===== src/dao_pkg.sv =====
package dao_pkg;
    // clock and documented analog times, kept in their own units
    localparam int unsigned CLK_PERIOD_PS = 20000;
    localparam int unsigned AONPD_MAX_PS = 8500;
    localparam int unsigned AOFPD_MIN_PS = 2000;
    localparam int unsigned AOFPD_MAX_PS = 8500;
    localparam int unsigned RFC_NS = 160;

    // least times round up, longest round down, the async delay never below one cycle
    localparam int unsigned ASYNC_MIN_CYC = (AOFPD_MIN_PS + CLK_PERIOD_PS - 1) / CLK_PERIOD_PS;
    localparam int unsigned ASYNC_MAX_RAW = AONPD_MAX_PS / CLK_PERIOD_PS;
    localparam int unsigned ASYNC_DLY_CYC = (ASYNC_MIN_CYC < 1) ? 1 : ASYNC_MIN_CYC;
    localparam int unsigned RFC_CYC = (RFC_NS * 1000 + CLK_PERIOD_PS - 1) / CLK_PERIOD_PS;

    // register map
    localparam logic [3:0] ADDR_CFG = 4'h0;
    localparam logic [3:0] ADDR_TIM = 4'h1;
    localparam logic [3:0] ADDR_RFC = 4'h2;
    localparam logic [3:0] ADDR_STAT = 4'h3;

    // config fields
    localparam int unsigned CFG_FRZ_BIT = 0;
    localparam int unsigned CFG_CWL_LSB = 4;
    localparam int unsigned CFG_AL_LSB = 8;
    localparam int unsigned TIM_CPDED_LSB = 0;
    localparam int unsigned TIM_XPDLL_LSB = 8;

    // status fields
    localparam int unsigned STAT_RTT = 0;
    localparam int unsigned STAT_ASYNC = 1;
    localparam int unsigned STAT_WIN = 2;
    localparam int unsigned STAT_PD = 3;
    localparam int unsigned STAT_IGN = 4;

    // reset values
    localparam logic FRZ_RST = 1'b0;
    localparam logic [3:0] CWL_RST = 4'h5;
    localparam logic [3:0] AL_RST = 4'h0;
    localparam logic [7:0] CPDED_RST = 8'h01;
    localparam logic [7:0] XPDLL_RST = 8'h0a;
    localparam logic [7:0] RFC_RST = 8'(RFC_CYC);

    // latency offsets in clocks
    localparam logic [4:0] ODTL_OFS = 5'h02;
    localparam logic [4:0] ANPD_OFS = 5'h01;

    typedef enum logic [1:0] {
        ST_ACTIVE = 2'b00,
        ST_ENTRY = 2'b01,
        ST_PDOWN = 2'b11,
        ST_EXIT = 2'b10
    } dao_state_type;
endpackage


===== src/dao_odt_pipe.sv =====
`timescale 1ns/100ps
module dao_odt_pipe #(
    parameter int unsigned DEPTH = 32,
    parameter int unsigned AW = 5
) (
    input wire logic core_clk_in,
    input wire logic rstn_in,
    input wire logic odt_in,
    input wire logic [AW-1:0] sync_tap_in,
    input wire logic [AW-1:0] async_tap_in,
    output logic sync_out,
    output logic async_out
);
    logic [DEPTH-1:0] pipe_q;

    // tap 0 is the pin itself, tap n is n cycles old
    function automatic logic tap(input logic [DEPTH-1:0] p, input logic o,
                                 input logic [AW-1:0] n);
        logic r;
        r = o;
        if (n != '0) begin
            r = p[n - 1'b1];
        end
        return r;
    endfunction

    // history runs in every mode so a return to clocked timing is seamless
    always_ff @(posedge core_clk_in or negedge rstn_in) begin
        if (!rstn_in) begin
            pipe_q <= '0;
        end else begin
            pipe_q <= {pipe_q[DEPTH-2:0], odt_in};
        end
    end

    assign sync_out = tap(pipe_q, odt_in, sync_tap_in);
    assign async_out = tap(pipe_q, odt_in, async_tap_in);
endmodule


===== src/dao_win_timer.sv =====
`timescale 1ns/100ps
module dao_win_timer #(
    parameter int unsigned W = 8
) (
    input wire logic core_clk_in,
    input wire logic rstn_in,
    input wire logic load_in,
    input wire logic [W-1:0] count_in,
    output logic active_out,
    output logic [W-1:0] remain_out
);
    logic [W-1:0] cnt_q;

    // load restarts the window even when it is already running
    always_ff @(posedge core_clk_in or negedge rstn_in) begin
        if (!rstn_in) begin
            cnt_q <= '0;
        end else if (load_in) begin
            cnt_q <= count_in;
        end else if (cnt_q != '0) begin
            cnt_q <= cnt_q - 1'b1;
        end
    end

    assign active_out = (cnt_q != '0);
    assign remain_out = cnt_q;
endmodule


===== src/dao_odt_ctrl.sv =====
// The strobed register port and the register addresses are this design's own decisions.
`timescale 1ns/100ps
// What this block does
// - frozen-DLL setting in power-down selects asynchronous termination control
// - asynchronous mode applies the pin without additive latency
// - async turn-on lands between its minimum and 8.5 ns after sampling; here it lands one 20 ns clock after sampling
// - async turn-off lands between 2 ns and 8.5 ns after sampling; here it lands one 20 ns clock after sampling
// - pin receiver stays live in power-down; reads and writes are refused
// - turn-on inside a window lies between async and clocked bounds
// - turn-off inside a window lies between async and clocked bounds
// - entry window opens write latency minus one before CKE low, start excluded; here it opens at the first low registration of CKE
// - entry window ends inclusively after the entry delay, frozen setting only
// - refresh in progress stretches entry window to the refresh cycle end
// - exit window runs from before CKE high to DLL exit delay after; here it opens at the first high registration of CKE
// - after the exit window the pin is followed with clocked latency
// - overlapping entry then exit windows merge into one uncertain span
// - overlapping exit then entry windows merge into one uncertain span
module dao_odt_ctrl #(
    parameter int unsigned PIPE_DEPTH = 32,
    parameter int unsigned TW = 8
) (
    input wire logic core_clk_in,
    input wire logic rstn_in,
    input wire logic cke_in,
    input wire logic odt_in,
    input wire logic refresh_cmd_in,
    input wire logic rd_cmd_in,
    input wire logic wr_cmd_in,
    input wire logic [3:0] reg_addr_in,
    input wire logic [15:0] reg_wdata_in,
    input wire logic reg_wr_in,
    input wire logic reg_rd_in,
    output logic [15:0] reg_rdata_out,
    output logic cmd_accept_out,
    output logic rtt_on_out,
    output logic async_mode_out,
    output logic transition_out,
    output logic power_down_out
);
    logic frz_q;
    logic [3:0] cwl_q;
    logic [3:0] al_q;
    logic [TW-1:0] cpded_q;
    logic [TW-1:0] xpdll_q;
    logic [TW-1:0] rfc_q;
    logic cke_q;
    logic ign_q;
    logic rtt_q;
    logic win_q;
    logic [15:0] rdata_q;
    dao_pkg::dao_state_type state_q;
    dao_pkg::dao_state_type state_d;
    logic cke_fall;
    logic cke_rise;
    logic frozen;
    logic entry_act;
    logic exit_act;
    logic rfc_act;
    logic [TW-1:0] rfc_left;
    logic [TW-1:0] entry_len;
    logic [4:0] sync_lat;
    logic [4:0] sync_tap;
    logic [4:0] async_tap;
    logic odt_sync;
    logic odt_async;
    logic async_sel;
    logic rdwr_pd;

    // larger of two window lengths, used for refresh stretch
    function automatic logic [TW-1:0] max_len(input logic [TW-1:0] a, input logic [TW-1:0] b);
        return (a > b) ? a : b;
    endfunction

    // A12 written as zero freezes the DLL in precharge power-down
    assign frozen = (frz_q == 1'b0);
    assign cke_fall = cke_q && !cke_in;
    assign cke_rise = !cke_q && cke_in;

    // clocked latency: write latency (al + cwl) minus two
    assign sync_lat = 5'(al_q) + 5'(cwl_q) - dao_pkg::ODTL_OFS;
    assign sync_tap = sync_lat - 5'h01;
    // async path skips al entirely
    assign async_tap = 5'(dao_pkg::ASYNC_DLY_CYC - 1);

    dao_odt_pipe #(
        .DEPTH(PIPE_DEPTH),
        .AW(5)
    ) u_pipe (
        .core_clk_in(core_clk_in),
        .rstn_in(rstn_in),
        .odt_in(odt_in),
        .sync_tap_in(sync_tap),
        .async_tap_in(async_tap),
        .sync_out(odt_sync),
        .async_out(odt_async)
    );

    // entry window length, refresh may stretch it past the entry delay
    assign entry_len = max_len(cpded_q, rfc_act ? rfc_left : '0);

    dao_win_timer #(.W(TW)) u_rfc (
        .core_clk_in(core_clk_in),
        .rstn_in(rstn_in),
        .load_in(refresh_cmd_in),
        .count_in(rfc_q),
        .active_out(rfc_act),
        .remain_out(rfc_left)
    );

    dao_win_timer #(.W(TW)) u_entry (
        .core_clk_in(core_clk_in),
        .rstn_in(rstn_in),
        .load_in(cke_fall && frozen),
        .count_in(entry_len),
        .active_out(entry_act),
        .remain_out()
    );

    dao_win_timer #(.W(TW)) u_exit (
        .core_clk_in(core_clk_in),
        .rstn_in(rstn_in),
        .load_in(cke_rise && (state_q != dao_pkg::ST_ACTIVE)),
        .count_in(xpdll_q),
        .active_out(exit_act),
        .remain_out()
    );

    // registered view of the clock enable pin
    always_ff @(posedge core_clk_in or negedge rstn_in) begin
        if (!rstn_in) begin
            cke_q <= 1'b1;
        end else begin
            cke_q <= cke_in;
        end
    end

    // mode sequence; windows that overlap keep the span open until both end
    always_comb begin
        state_d = state_q;
        case (state_q)
            dao_pkg::ST_ACTIVE: begin
                if (cke_fall && frozen) begin
                    state_d = dao_pkg::ST_ENTRY;
                end
            end
            dao_pkg::ST_ENTRY: begin
                if (cke_rise) begin
                    state_d = dao_pkg::ST_EXIT;
                end else if (!entry_act && !exit_act) begin
                    state_d = dao_pkg::ST_PDOWN;
                end
            end
            dao_pkg::ST_PDOWN: begin
                if (cke_rise) begin
                    state_d = dao_pkg::ST_EXIT;
                end
            end
            dao_pkg::ST_EXIT: begin
                if (cke_fall) begin
                    state_d = dao_pkg::ST_ENTRY;
                end else if (!exit_act && !entry_act) begin
                    state_d = dao_pkg::ST_ACTIVE;
                end
            end
            default: begin
                state_d = dao_pkg::ST_ACTIVE;
            end
        endcase
    end

    always_ff @(posedge core_clk_in or negedge rstn_in) begin
        if (!rstn_in) begin
            state_q <= dao_pkg::ST_ACTIVE;
        end else begin
            state_q <= state_d;
        end
    end

    // async from the first low registration of cke until the exit window ends;
    // changes already queued in the clocked pipe then land early, which is
    // what makes the span before cke low uncertain
    assign async_sel = (state_q != dao_pkg::ST_ACTIVE);

    // termination output; inside windows either timing is legal
    always_ff @(posedge core_clk_in or negedge rstn_in) begin
        if (!rstn_in) begin
            rtt_q <= 1'b0;
        end else if (async_sel) begin
            rtt_q <= odt_async;
        end else begin
            rtt_q <= odt_sync;
        end
    end

    // window flag: union of entry, exit and refresh stretch
    always_ff @(posedge core_clk_in or negedge rstn_in) begin
        if (!rstn_in) begin
            win_q <= 1'b0;
        end else begin
            win_q <= (state_d == dao_pkg::ST_ENTRY) || (state_d == dao_pkg::ST_EXIT);
        end
    end

    // commands are refused while cke is registered low
    assign rdwr_pd = (rd_cmd_in || wr_cmd_in) && !cke_q;
    assign cmd_accept_out = (rd_cmd_in || wr_cmd_in) && cke_q;

    // sticky refused-command flag, write one clears, a new event wins
    always_ff @(posedge core_clk_in or negedge rstn_in) begin
        if (!rstn_in) begin
            ign_q <= 1'b0;
        end else if (rdwr_pd) begin
            ign_q <= 1'b1;
        end else if (reg_wr_in && reg_addr_in == dao_pkg::ADDR_STAT
                     && reg_wdata_in[dao_pkg::STAT_IGN]) begin
            ign_q <= 1'b0;
        end
    end

    // software configuration
    always_ff @(posedge core_clk_in or negedge rstn_in) begin
        if (!rstn_in) begin
            frz_q <= dao_pkg::FRZ_RST;
            cwl_q <= dao_pkg::CWL_RST;
            al_q <= dao_pkg::AL_RST;
            cpded_q <= dao_pkg::CPDED_RST;
            xpdll_q <= dao_pkg::XPDLL_RST;
            rfc_q <= dao_pkg::RFC_RST;
        end else if (reg_wr_in) begin
            case (reg_addr_in)
                dao_pkg::ADDR_CFG: begin
                    frz_q <= reg_wdata_in[dao_pkg::CFG_FRZ_BIT];
                    cwl_q <= reg_wdata_in[dao_pkg::CFG_CWL_LSB +: 4];
                    al_q <= reg_wdata_in[dao_pkg::CFG_AL_LSB +: 4];
                end
                dao_pkg::ADDR_TIM: begin
                    cpded_q <= reg_wdata_in[dao_pkg::TIM_CPDED_LSB +: TW];
                    xpdll_q <= reg_wdata_in[dao_pkg::TIM_XPDLL_LSB +: TW];
                end
                dao_pkg::ADDR_RFC: begin
                    rfc_q <= reg_wdata_in[TW-1:0];
                end
                default: begin
                end
            endcase
        end
    end

    // read data stands only in the cycle after the strobe
    always_ff @(posedge core_clk_in or negedge rstn_in) begin
        if (!rstn_in) begin
            rdata_q <= '0;
        end else if (reg_rd_in) begin
            rdata_q <= '0;
            case (reg_addr_in)
                dao_pkg::ADDR_CFG: begin
                    rdata_q[dao_pkg::CFG_FRZ_BIT] <= frz_q;
                    rdata_q[dao_pkg::CFG_CWL_LSB +: 4] <= cwl_q;
                    rdata_q[dao_pkg::CFG_AL_LSB +: 4] <= al_q;
                end
                dao_pkg::ADDR_TIM: begin
                    rdata_q[dao_pkg::TIM_CPDED_LSB +: TW] <= cpded_q;
                    rdata_q[dao_pkg::TIM_XPDLL_LSB +: TW] <= xpdll_q;
                end
                dao_pkg::ADDR_RFC: begin
                    rdata_q[TW-1:0] <= rfc_q;
                end
                dao_pkg::ADDR_STAT: begin
                    rdata_q[dao_pkg::STAT_RTT] <= rtt_q;
                    rdata_q[dao_pkg::STAT_ASYNC] <= async_sel;
                    rdata_q[dao_pkg::STAT_WIN] <= win_q;
                    rdata_q[dao_pkg::STAT_PD] <= !cke_q;
                    rdata_q[dao_pkg::STAT_IGN] <= ign_q;
                end
                default: begin
                end
            endcase
        end else begin
            rdata_q <= '0;
        end
    end

    assign reg_rdata_out = rdata_q;
    assign rtt_on_out = rtt_q;
    assign async_mode_out = async_sel;
    assign transition_out = win_q;
    assign power_down_out = !cke_q;

    AST_ASYNC_NEEDS_FREEZE: assert property (@(posedge core_clk_in) disable iff (!rstn_in)
        $rose(async_sel) |-> $past(frozen))
        else $error("async mode entered without frozen dll setting");

    AST_ASYNC_ON: assert property (@(posedge core_clk_in) disable iff (!rstn_in)
        (state_q == dao_pkg::ST_PDOWN && odt_in && state_d == dao_pkg::ST_PDOWN) |=> rtt_on_out)
        else $error("async turn-on missed its one-cycle bound");

    AST_ASYNC_OFF: assert property (@(posedge core_clk_in) disable iff (!rstn_in)
        (state_q == dao_pkg::ST_PDOWN && !odt_in && state_d == dao_pkg::ST_PDOWN) |=> !rtt_on_out)
        else $error("async turn-off missed its one-cycle bound");

    AST_NO_AL_ASYNC: assert property (@(posedge core_clk_in) disable iff (!rstn_in)
        (state_q == dao_pkg::ST_PDOWN)[*2] |-> rtt_on_out == $past(odt_in))
        else $error("async path delayed beyond one cycle");

    AST_CMD_REFUSED: assert property (@(posedge core_clk_in) disable iff (!rstn_in)
        rdwr_pd |-> !cmd_accept_out ##1 ign_q)
        else $error("command in power-down not refused");

    AST_ENTRY_OPEN: assert property (@(posedge core_clk_in) disable iff (!rstn_in)
        (cke_fall && frozen && state_q == dao_pkg::ST_ACTIVE) |=> transition_out && async_sel)
        else $error("entry window did not open at cke low");

    AST_ENTRY_HOLD: assert property (@(posedge core_clk_in) disable iff (!rstn_in)
        (state_q == dao_pkg::ST_ENTRY && entry_act && !cke_rise) |=> transition_out)
        else $error("entry window closed early");

    AST_RFC_STRETCH: assert property (@(posedge core_clk_in) disable iff (!rstn_in)
        (cke_fall && frozen && rfc_act && rfc_left > cpded_q) |=> entry_act[*2])
        else $error("refresh did not stretch entry window");

    AST_EXIT_OPEN: assert property (@(posedge core_clk_in) disable iff (!rstn_in)
        (state_q == dao_pkg::ST_PDOWN && cke_rise) |=> state_q == dao_pkg::ST_EXIT && transition_out)
        else $error("exit window did not open at cke high");

    AST_SYNC_AFTER: assert property (@(posedge core_clk_in) disable iff (!rstn_in)
        (state_q == dao_pkg::ST_ACTIVE && state_d == dao_pkg::ST_ACTIVE) |=> rtt_on_out == $past(odt_sync))
        else $error("clocked latency not used after exit");

    AST_OVERLAP_ENTRY_EXIT: assert property (@(posedge core_clk_in) disable iff (!rstn_in)
        (state_q == dao_pkg::ST_EXIT && entry_act) |=> transition_out)
        else $error("merged entry-exit span broke early");

    AST_OVERLAP_EXIT_ENTRY: assert property (@(posedge core_clk_in) disable iff (!rstn_in)
        (state_q == dao_pkg::ST_ENTRY && exit_act) |=> transition_out)
        else $error("merged exit-entry span broke early");

    AST_NO_WIN_UNFROZEN: assert property (@(posedge core_clk_in) disable iff (!rstn_in)
        (state_q == dao_pkg::ST_ACTIVE && !frozen) |=> !async_sel && !transition_out)
        else $error("window opened without frozen dll setting");

    AST_EXIT_ASYNC_PATH: assert property (@(posedge core_clk_in) disable iff (!rstn_in)
        (state_q == dao_pkg::ST_EXIT) |=> rtt_on_out == $past(odt_in))
        else $error("exit window did not follow the pin on the fast path");
endmodule


===== config.mk =====
export PLATFORM = sky130hd
export DESIGN_NAME = dao_odt_ctrl
export DESIGN_NICKNAME = d
export VERILOG_FILES = /design/src/dao_pkg.sv /design/src/dao_odt_pipe.sv /design/src/dao_win_timer.sv /design/src/dao_odt_ctrl.sv
export SDC_FILE = /design/constraint.sdc
export NUM_CORES = 1
export LEC_CHECK = 0
export ABC_AREA = 0
export BUFFER_PORTS_ARGS = -buffer_cell sky130_fd_sc_hd__buf_2
export CAP_MARGIN = 20
export CORE_MARGIN = 2
export CORE_UTILIZATION = 64
export CTS_CLUSTER_SIZE = 10
export DETAILED_ROUTE_END_ITERATION = 8
export PLACE_DENSITY = 0.92
export SYNTH_ARGS = -nofsm -noshare
export SYNTH_HDL_FRONTEND = slang
export SYNTH_SLANG_ARGS = --single-unit
export TNS_END_PERCENT = 5

===== constraint.sdc =====
create_clock -name core_clk_in -period 8.25 [get_ports core_clk_in]
set_clock_uncertainty 0.15 [all_clocks]
set_input_delay 2.0625 -clock core_clk_in [delete_from_list [all_inputs] [get_ports core_clk_in]]
set_output_delay 2.0625 -clock core_clk_in [all_outputs]
set_load 0.1 [all_outputs]

# Yosys cells after proc, flatten, opt, wreduce, memory -nomap -nowiden
# Cells that the tools add are included.
totals:
  reg_bits: 111
  inputBits: 29
  output_inout_bits: 21
  wordCells: 91
op_classes:
  n_addsub: 7
  n_lt_le_gt_ge: 2
  eq_ne: 8
  muxes: 28
  bitwise: 1
  n_reduce_logical: 29
ops:
  columns: ["operator", "n"]
  rows:
  - ["two-way mux 8 bit", 8]
  - ["nonzero test 8 bit", 3]
  - ["subtractor 8 x 1 -> 8 bit (second input constant)", 3]
  - ["case mux 3 bit (3 select lines)", 2]
  - ["two-way mux 16 bit", 1]
  - ["two-way mux 2 bit", 6]
  - ["nonzero test 2 bit", 5]
  - ["subtractor 5 x 1 -> 5 bit (second input constant)", 2]
  - ["logical AND 1 bit", 9]
  - ["== test 4 x 2 -> 1 bit (second input constant)", 2]
  - ["> comparator 8 bit", 1]
  - ["case mux 1 bit (4 select lines)", 2]
  - ["case mux 2 bit (4 select lines)", 1]
  - ["case mux 4 bit (2 select lines)", 1]
  - ["== test 2 bit (second input constant)", 3]
  - ["less-than comparator 5 x 6 -> 1 bit (second input constant)", 1]
  - ["AND reduction 2 bit", 3]
  - ["adder 4 x 4 -> 5 bit", 1]
  - ["binary-select mux 1 bit (select 5 bit)", 1]
  - ["two-way mux 1 bit", 5]
  - ["nonzero test 5 bit", 1]
  - ["subtractor 5 x 2 -> 5 bit (second input constant)", 1]
  - ["== test 2 x 1 -> 1 bit (second input constant)", 2]
  - ["== test 4 x 1 -> 1 bit (second input constant)", 1]
  - ["other kinds (6)", 10]

# Logic depth before layout (Yosys ltp)
# Gate-level depths: netlist of run 1.
depth:
  ltp_word: 8
  depth_mapped: 13
  ltp_nobuf: 12

# By module
# From an unflattened synthesis of run 1, not the netlist that was laid out.
unflattened:
  hier_cells: 498
  area_unflattened_um2: 5950.7
by_module_without_submodules:
  columns: ["mod", "instances", "cells_per_inst", "area_each_um2", "seq_area_each_um2"]
  rows:
  - ["dao_odt_ctrl", 1, 244, 2856.5, 1385.1]
  - ["dao_odt_pipe", 1, 85, 1584.0, 800.8]
  - ["dao_win_timer (u_entry ...)", 2, 55, 490.5, 200.2]
  - ["dao_win_timer (u_rfc)", 1, 59, 529.3, 200.2]

# Least setup slack after synthesis of run 1
# OpenSTA, ideal clock, no wires.
synth_timing:
  kind: "input port to output port"
  startpoint: "in wr_cmd_in"
  endpoint: "out cmd_accept_out"
  t_arrival_ns: 3.356
  t_required_ns: 6.037
  path_slack_ns: 2.681
  cell_stages: 2
  path_buffers: 0
  path_cell_list: "nor2_1 -> nor2_1"
synth_via:
  elab_chain_cells: 2
synth_lines:
  columns: ["element", "line", "source"]
  rows:
  - ["from (decl)", "dao_odt_ctrl.sv:28", "input wire logic wr_cmd_in,"]
  - ["logical OR 1 bit", "dao_odt_ctrl.sv:206", "assign cmd_accept_out = (rd_cmd_in || wr_cmd_in) && cke_q;"]
  - ["logical AND 1 bit", "dao_odt_ctrl.sv:206", null]
  - ["to (decl)", "dao_odt_ctrl.sv:34", "output logic cmd_accept_out,"]
# No other way between the ends.

# Worst setup path after layout of run 1
# Ends and elaborated chain as after synthesis.

==> results of run 1 <==
==> cells in the final DEF, fill, tap and decap left out, types with 2 or more instances in the layout <==
| cell type | netlist | layout |
|---|---|---|
| nor3_1 | 14 | 14 |
| o21ai_1 | 10 | 10 |
| o311a_1 | 4 | 4 |
| xnor2_1 | 8 | 8 |
| dfstp_2 | 7 | 7 |
| clkinvlp_4 | 0 | 3 |
| and2_1 | 4 | 4 |
| nor2b_1 | 5 | 5 |
| nand4_1 | 7 | 7 |
| o21ai_0 | 10 | 10 |
| nand3_1 | 10 | 10 |
| or3_1 | 4 | 4 |
| buf_2 | 3 | 48 |
| dfrtp_1 | 104 | 104 |
| a21o_1 | 3 | 3 |
| clkinv_2 | 0 | 3 |
| xor2_1 | 5 | 5 |
| a22oi_1 | 3 | 3 |
| mux4_2 | 10 | 10 |
| mux2i_1 | 20 | 20 |
| clkbuf_8 | 0 | 9 |
| mux2_2 | 37 | 37 |
| nor2_1 | 32 | 32 |
| inv_1 | 32 | 32 |
| a21oi_1 | 13 | 13 |
| and3_1 | 5 | 5 |
| a31oi_1 | 4 | 4 |
| a211oi_1 | 3 | 3 |
| nand3b_1 | 2 | 2 |
| nand2_1 | 32 | 32 |
| ha_1 | 21 | 21 |
| o211ai_1 | 4 | 4 |
| o31ai_1 | 3 | 3 |
| buf_4 | 0 | 3 |
| o21a_1 | 3 | 3 |
==> per-stage QoR <==
stage          hold WS [ns]   util
5_1_grt               0.240  0.735
6_report              0.229  0.735
3_3_place_gp          0.202  0.713
4_1_cts               0.231  0.735
2_1_floorplan         0.199      -
3_5_place_dp          0.208  0.713
==> power breakdown <==
part / internal [mW] / switching, mW / leakage, nW / total (mW)
clock: 0.110 / 0.186 / 0.0829 / 0.296
combinational: 0.360 / 0.427 / 1.26 / 0.787
sequential: 0.658 / 0.110 / 1.35 / 0.767
==> routing by layer <==
metal	vias to the layer above	GRT usage	wire length, um
met3	35	0.0511	569
met5	-	0	0
met2	102	0.458	5470
li1	1678	-	-
met4	0	0.105	376
met1	1781	0.340	4380
==> critical path: stages <==
cell and delay (ns):
buf_2 0.08, nor2_1 0.04, nor2_1 0.07, buf_2 0.42
==> cells by family (layout without fill, tap and decap cells) <==
| family | count (synthesis) | count (layout) | synth area share |
|---|---|---|---|
| multiplexers | 67 | 67 | 0.161 |
| AO/OA/AOI/OAI | 64 | 64 | 0.0782 |
| XOR/XNOR | 13 | 13 | 0.0218 |
| flip-flops | 111 | 111 | 0.533 |
| buffers and inverters | 45 | 99 | 0.0330 |
| adder cells (fa/ha/maj) | 22 | 22 | 0.0541 |
| AND/OR/NAND/NOR | 124 | 124 | 0.119 |
==> cell type report <==
class,instances,area (sq um),area share
flip-flops and latches,111,2790,0.486
well taps,102,128,0.0222
clock buffers,9,124,0.0216
clock inverters,7,48.8,0.00850
repair buffers,51,263,0.0458
inverters,32,120,0.0209
multi-input cells,290,2270,0.395
==> path summary, 6_finish.rpt <==
check,from,endpoint,cells past startpoint
setup / recovery,wr_cmd_in,cmd_accept_out,4
hold / removal,u_pipe.pipe_q[13],u_pipe.pipe_q[14],0
setup reg to reg,u_rfc.remain_out[1],u_entry.remain_out[1],12
hold reg to reg,u_pipe.pipe_q[13],u_pipe.pipe_q[14],0
max in group asynchronous,rstn_in,cpded_q[1],2
min in group asynchronous,rstn_in,reg_rdata_out[7],1
==> flip-flops by register name, indices dropped and copies added (netlist names) <==
| register | flops |
|---|---|
| cke_q | 1 |
| cpded_q | 8 |
| al_q | 4 |
| reg_rdata_out | 16 |
| u_pipe.pipe_q | 32 |
| rfc_q | 8 |
| u_exit.remain_out | 8 |
| xpdll_q | 8 |
| u_rfc.remain_out | 8 |
| rtt_on_out | 1 |
| ign_q | 1 |
| cwl_q | 4 |
| u_entry.remain_out | 8 |
| transition_out | 1 |
| frz_q | 1 |
| state_q | 2 |
==> impl_metrics.csv, run 1 <==
group,metric,value,unit
logic_synthesis,synth_top_area_cell,"dfrtp_1",
clock_tree,cts_root_buffer,"clkbuf_8",
clock_tree,h-tree-depth,3,
grt,grt_pass1_vias,3692,
die,coreArea,7810,sq um
logic_synthesis,synth_ff_type,"dfrtp_1",
timing,setup_viol,0,
worst_setup_path,start_kind,"input pin",
power,ir_worst_vdd,0.000215,V
logic_synthesis,synth_top_area_frac,0.498,
clock_tree,cts_resized,0,
die,std_cell_rows,32,
timing,fin_setup_tns,0,ns
place,dp.cells,586,
drt,ant_nets,0,
timing,finalCritPeriodShare,0.593,
drt,vias,3596,
logic_synthesis,synth-seq-cells,111,
worst_setup_path,cp.required,6.04,ns
timing,max_clock_freq,204,MHz
logic_synthesis,synth_warnings,0,
drt,drtIter0Drc,215,
clock_tree,cts-buffers-inserted,9,
logic_synthesis,synthTopCellsByArea,"dfrtp_1 (50%), mux2_2 (8.0%), ha_1 (5.0%), mux4_2 (4.3%), mux2i_1 (3.8%)",
logic_synthesis,ys_types,46,
power,power_leakage,2.69,nW
drt,firstDrtPassIters,5,
die,io_pins,50,
power,power,1.85,mW
timing,relSlewSlack,0.391,
cells_and_area,fillers,485,
place,port-buffer-count,49,
cells_and_area,syn2layout_area_growth,9.76,%
drt,wire_per_inst,17.9,um
drt,drc,0,
logic_synthesis,synth-seq-area-share,0.533,
drt,post_drt_via_cell_ratio,5.97,
logic_synthesis,synthCells,446,
power,power_density,322,nW/um^2
grt,grt_first_pass_wirelength,18000,um
worst_setup_path,cp.arrival,2.68,ns
place,placed_area,5570,sq um
die,die_h,94.4,um
hold_path,hp-class,"flip-flop to flip-flop",
worst_setup_path,critPathMaxFanout,2,
cells_and_area,stdcell_count,602,
timing,worstMarginPinSlew,0.910,ns
logic_synthesis,synth_area,5230,sq um
clock_tree,cts_sinks,111,
grt,antenna_found_initial,0,
die,die_w,94.4,um
cells_and_area,final_nets,546,
place,dp_slack,3.36,ns
cells_and_area,antenna_cells,0,
timing,hold_viol,0,
worst_setup_path,reg2reg_slack,4.71,ns
timing,period_needed,4.89,ns
grt,grtUsageTotal,0.268,
logic_synthesis,synth_area_per_cell,11.7,sq um
worst_setup_path,endpoint_kind,"output pin",
clock_tree,clkTransAtPathRegs,0.10,ns
grt,grt_max_degree,62,
timing,finalWorstSetupSlack,3.36,ns
outcome,status,"finished, final reports clean",
cells_and_area,drive_above_1_share,0.254,
drt,wl,10800,um
clock_tree,cts_hold_buf,0,
logic_synthesis,synthTopCellsByCount,"dfrtp_1 (104), mux2_2 (37), inv_1 (32), nand2_1 (32), nor2_1 (32)",
clock_tree,clock_path_buffers,2,
logic_synthesis,synth-edff-count,0,
logic_synthesis,async_flop_share,1.00,
clock_tree,post_cts_buffers,0,
die,dieArea,8910,sq um
grt,grt-ovfl-total,0,
die,start_util,0.670,
clock_tree,cts_tree,"built",
clock_tree,clock_latency,0.38,ns
timing,drv_slew,0,
worst_setup_path,path_class,"input pin to output pin",
job,maxCapViolations,0,
place,place_congestion,0.953,
place,dpl.hpwl,7810,um
logic_synthesis,yosysMostFrequentCell,"dfrtp_1",
logic_synthesis,synth_fp_nets,497,
cells_and_area,final_area,5740,sq um
timing,grt_setup_unrepaired,"false",
Note: power is estimated with default switching activity, not from simulation.
==> inputs of run 2 (changes only) <==
--- a/config.mk
+++ b/config.mk
@@ -9,10 +9,10 @@
 export BUFFER_PORTS_ARGS = -buffer_cell sky130_fd_sc_hd__buf_2
 export CAP_MARGIN = 20
 export CORE_MARGIN = 2
-export CORE_UTILIZATION = 64
+export CORE_UTILIZATION = 53
 export CTS_CLUSTER_SIZE = 10
 export DETAILED_ROUTE_END_ITERATION = 8
-export PLACE_DENSITY = 0.92
+export PLACE_DENSITY = 0.82
 export SYNTH_ARGS = -nofsm -noshare
 export SYNTH_HDL_FRONTEND = slang
 export SYNTH_SLANG_ARGS = --single-unit
==> constraint.sdc (replaced) <==
create_clock -name core_clk_in -period 4.3 [get_ports core_clk_in]
set_clock_uncertainty 0.15 [all_clocks]
set_input_delay 1.075 -clock core_clk_in [delete_from_list [all_inputs] [get_ports core_clk_in]]
set_output_delay 1.075 -clock core_clk_in [all_outputs]
set_load 0.1 [all_outputs]
==> impl_metrics.csv, run 2 (synthesis results as in run 1) <==
group,metric,value,unit
clock_tree,cts_resized,0,
clock_tree,clkTransAtPathRegs,0.12,ns
drt,firstDrtPassIters,5,
worst_setup_path,rr_worst_depth,12,
drt,post_drt_via_cell_ratio,5.64,
worst_setup_path,cp_slowest_stage_delay,0.56,ns
clock_tree,cts_hold_buf,0,
place,place_congestion,0.888,
worst_setup_path,start_kind,"flip-flop",
worst_setup_path,critPathMaxFanout,8,
power,power_density,616,nW/um^2
cells_and_area,final_nets,546,
timing,period_needed,3.47,ns
timing,hold_viol,0,
cells_and_area,final_area,5830,sq um
grt,grt_max_degree,76,
cells_and_area,drive_above_1_share,0.254,
clock_tree,cts_sinks,111,
timing,finalCritPeriodShare,0.807,
grt,antenna_found_initial,1,
die,coreArea,9680,sq um
drt,drtIter0Drc,150,
drt,wl,10400,um
worst_setup_path,cp.required,4.41,ns
worst_setup_path,cp.arrival,3.58,ns
place,placed_area,5620,sq um
cells_and_area,layout_common_cells,"dfrtp_1 (104), buf_2 (48), mux2_2 (37)",
worst_setup_path,path_class,"flip-flop to flip-flop",
worst_setup_path,r2r_end,"u_entry.remain_out[2]",
power,power,3.59,mW
grt,grt_pass1_vias,3583,
die,std_cell_rows,36,
clock_tree,cts_root_buffer,"clkbuf_8",
hold_path,hp-class,"flip-flop to flip-flop",
timing,relSlewSlack,0.361,
timing,whs,0.233,ns
worst_setup_path,crit_family,"simple AND/OR/NAND/NOR gates",
timing,max_clock_freq,288,MHz
place,dp.cells,617,
cells_and_area,top_register,"u_pipe.pipe_q",
clock_tree,post_cts_buffers,0,
clock_tree,h-tree-depth,3,
worst_setup_path,slowest_stage,"or4_1",
die,die_h,103,um
timing,grt_setup_unrepaired,"false",
cells_and_area,syn2layout_area_growth,11.4,%
worst_setup_path,critPathBufInv,1,
grt,grt-ovfl-total,0,
die,die_w,103,um
grt,grtUsageTotal,0.211,
clock_tree,cts-buffers-inserted,9,
power,ir_worst_vdd,0.000362,V
worst_setup_path,endpoint_kind,"flip-flop",
drt,vias,3570,
clock_tree,clock_latency,0.38,ns
cells_and_area,antenna_cells,0,
worst_setup_path,crit_chain,"inv_1, ha_1, or4b_1, or4_1, and2_4, ha_1, nand4_1, nor2_1, nor2_1, o21a_1, nor2_1, o211ai_1",
outcome,status,"finished, final reports clean",
job,maxCapViolations,0,
timing,fin_setup_tns,0,ns
die,io_pins,50,
worst_setup_path,crit_top_cell,"nor2_1",
worst_setup_path,worstSetupStartpoint,"u_rfc.remain_out[1]",
drt,ant_nets,0,
place,dpl.hpwl,7610,um
worst_setup_path,reg2reg_slack,0.83,ns
worst_setup_path,r2r_start,"u_rfc.remain_out[1]",
cells_and_area,final_common_cell,"dfrtp_1",
worst_setup_path,crit_path_end,"u_entry.remain_out[2]",
timing,worstMarginPinSlew,0.954,ns
die,start_util,0.540,
drt,drc,0,
clock_tree,clock_path_buffers,2,
power,power_leakage,2.71,nW
clock_tree,cts_tree,"built",
timing,drv_slew,0,
die,dieArea,10700,sq um
place,port-buffer-count,49,
cells_and_area,largest_reg_flops,32,
cells_and_area,fillers,752,
timing,setup_viol,0,
cells_and_area,stdcell_count,633,
worst_setup_path,cp.depth,12,
grt,grt_first_pass_wirelength,17200,um
drt,wire_per_inst,16.4,um
-- run 2: where the power goes --
group	total (mW)	internal (mW)	switching, mW	leakage (nW)
Clock	0.636	0.235	0.402	0.105
Combinational	1.49	0.686	0.801	1.26
Sequential	1.47	1.26	0.204	1.35
-- run 2: routing by layer --
metal	track usage	share of wire	up-vias
met1	0.290	0.45	1762
met3	0.0511	0.049	18
met4	0.0739	0.022	2
met2	0.334	0.47	107
li1	-	-	1681
met5	0	0.0011	-
-- run 2: how the worst min path moves through the flow --
stage / cells past startpoint / start / end / slack [ns]
floorplan: 0 / u_pipe.pipe_q[12] / u_pipe.pipe_q[13] / 0.20
global placement: 0 / u_pipe.pipe_q[13] / u_pipe.pipe_q[14] / 0.20
detailed placement: 0 / u_pipe.pipe_q[27] / u_pipe.pipe_q[28] / 0.21
CTS: 0 / u_pipe.pipe_q[4] / u_pipe.pipe_q[5] / 0.23
global route: 0 / u_pipe.pipe_q[4] / u_pipe.pipe_q[5] / 0.24
finish: 0 / u_pipe.pipe_q[4] / u_pipe.pipe_q[5] / 0.23
-- run 2: area by class of cell --
class	instances	area (sq um)	area share
Sequential cell	111	2790	0.478
Multi-Input combinational cell	290	2270	0.390
Timing Repair Buffer	51	275	0.0473
Tap cell	133	166	0.0286
Clock buffer	9	124	0.0213
Inverter	32	120	0.0206
Clock inverter	7	83.8	0.0144
-- run 2: metrics by stage --
stage	worst slack [ns]	utilization
4_1_cts	0.867	0.602
2_1_floorplan	0.706	-
6_report	0.828	0.602
3_3_place_gp	1.07	0.580
3_5_place_dp	0.858	0.580
5_1_grt	0.561	0.602
-- run 2: worst register-to-register path, cell delays in order, from the launching register on --
cell and delay (ns):
dfrtp_1 0.42, inv_1 0.10, ha_1 0.22, or4b_1 0.47, or4_1 0.56, and2_4 0.24
ha_1 0.27, nand4_1 0.09, nor2_1 0.17, nor2_1 0.08, o21a_1 0.13, nor2_1 0.31
o211ai_1 0.16
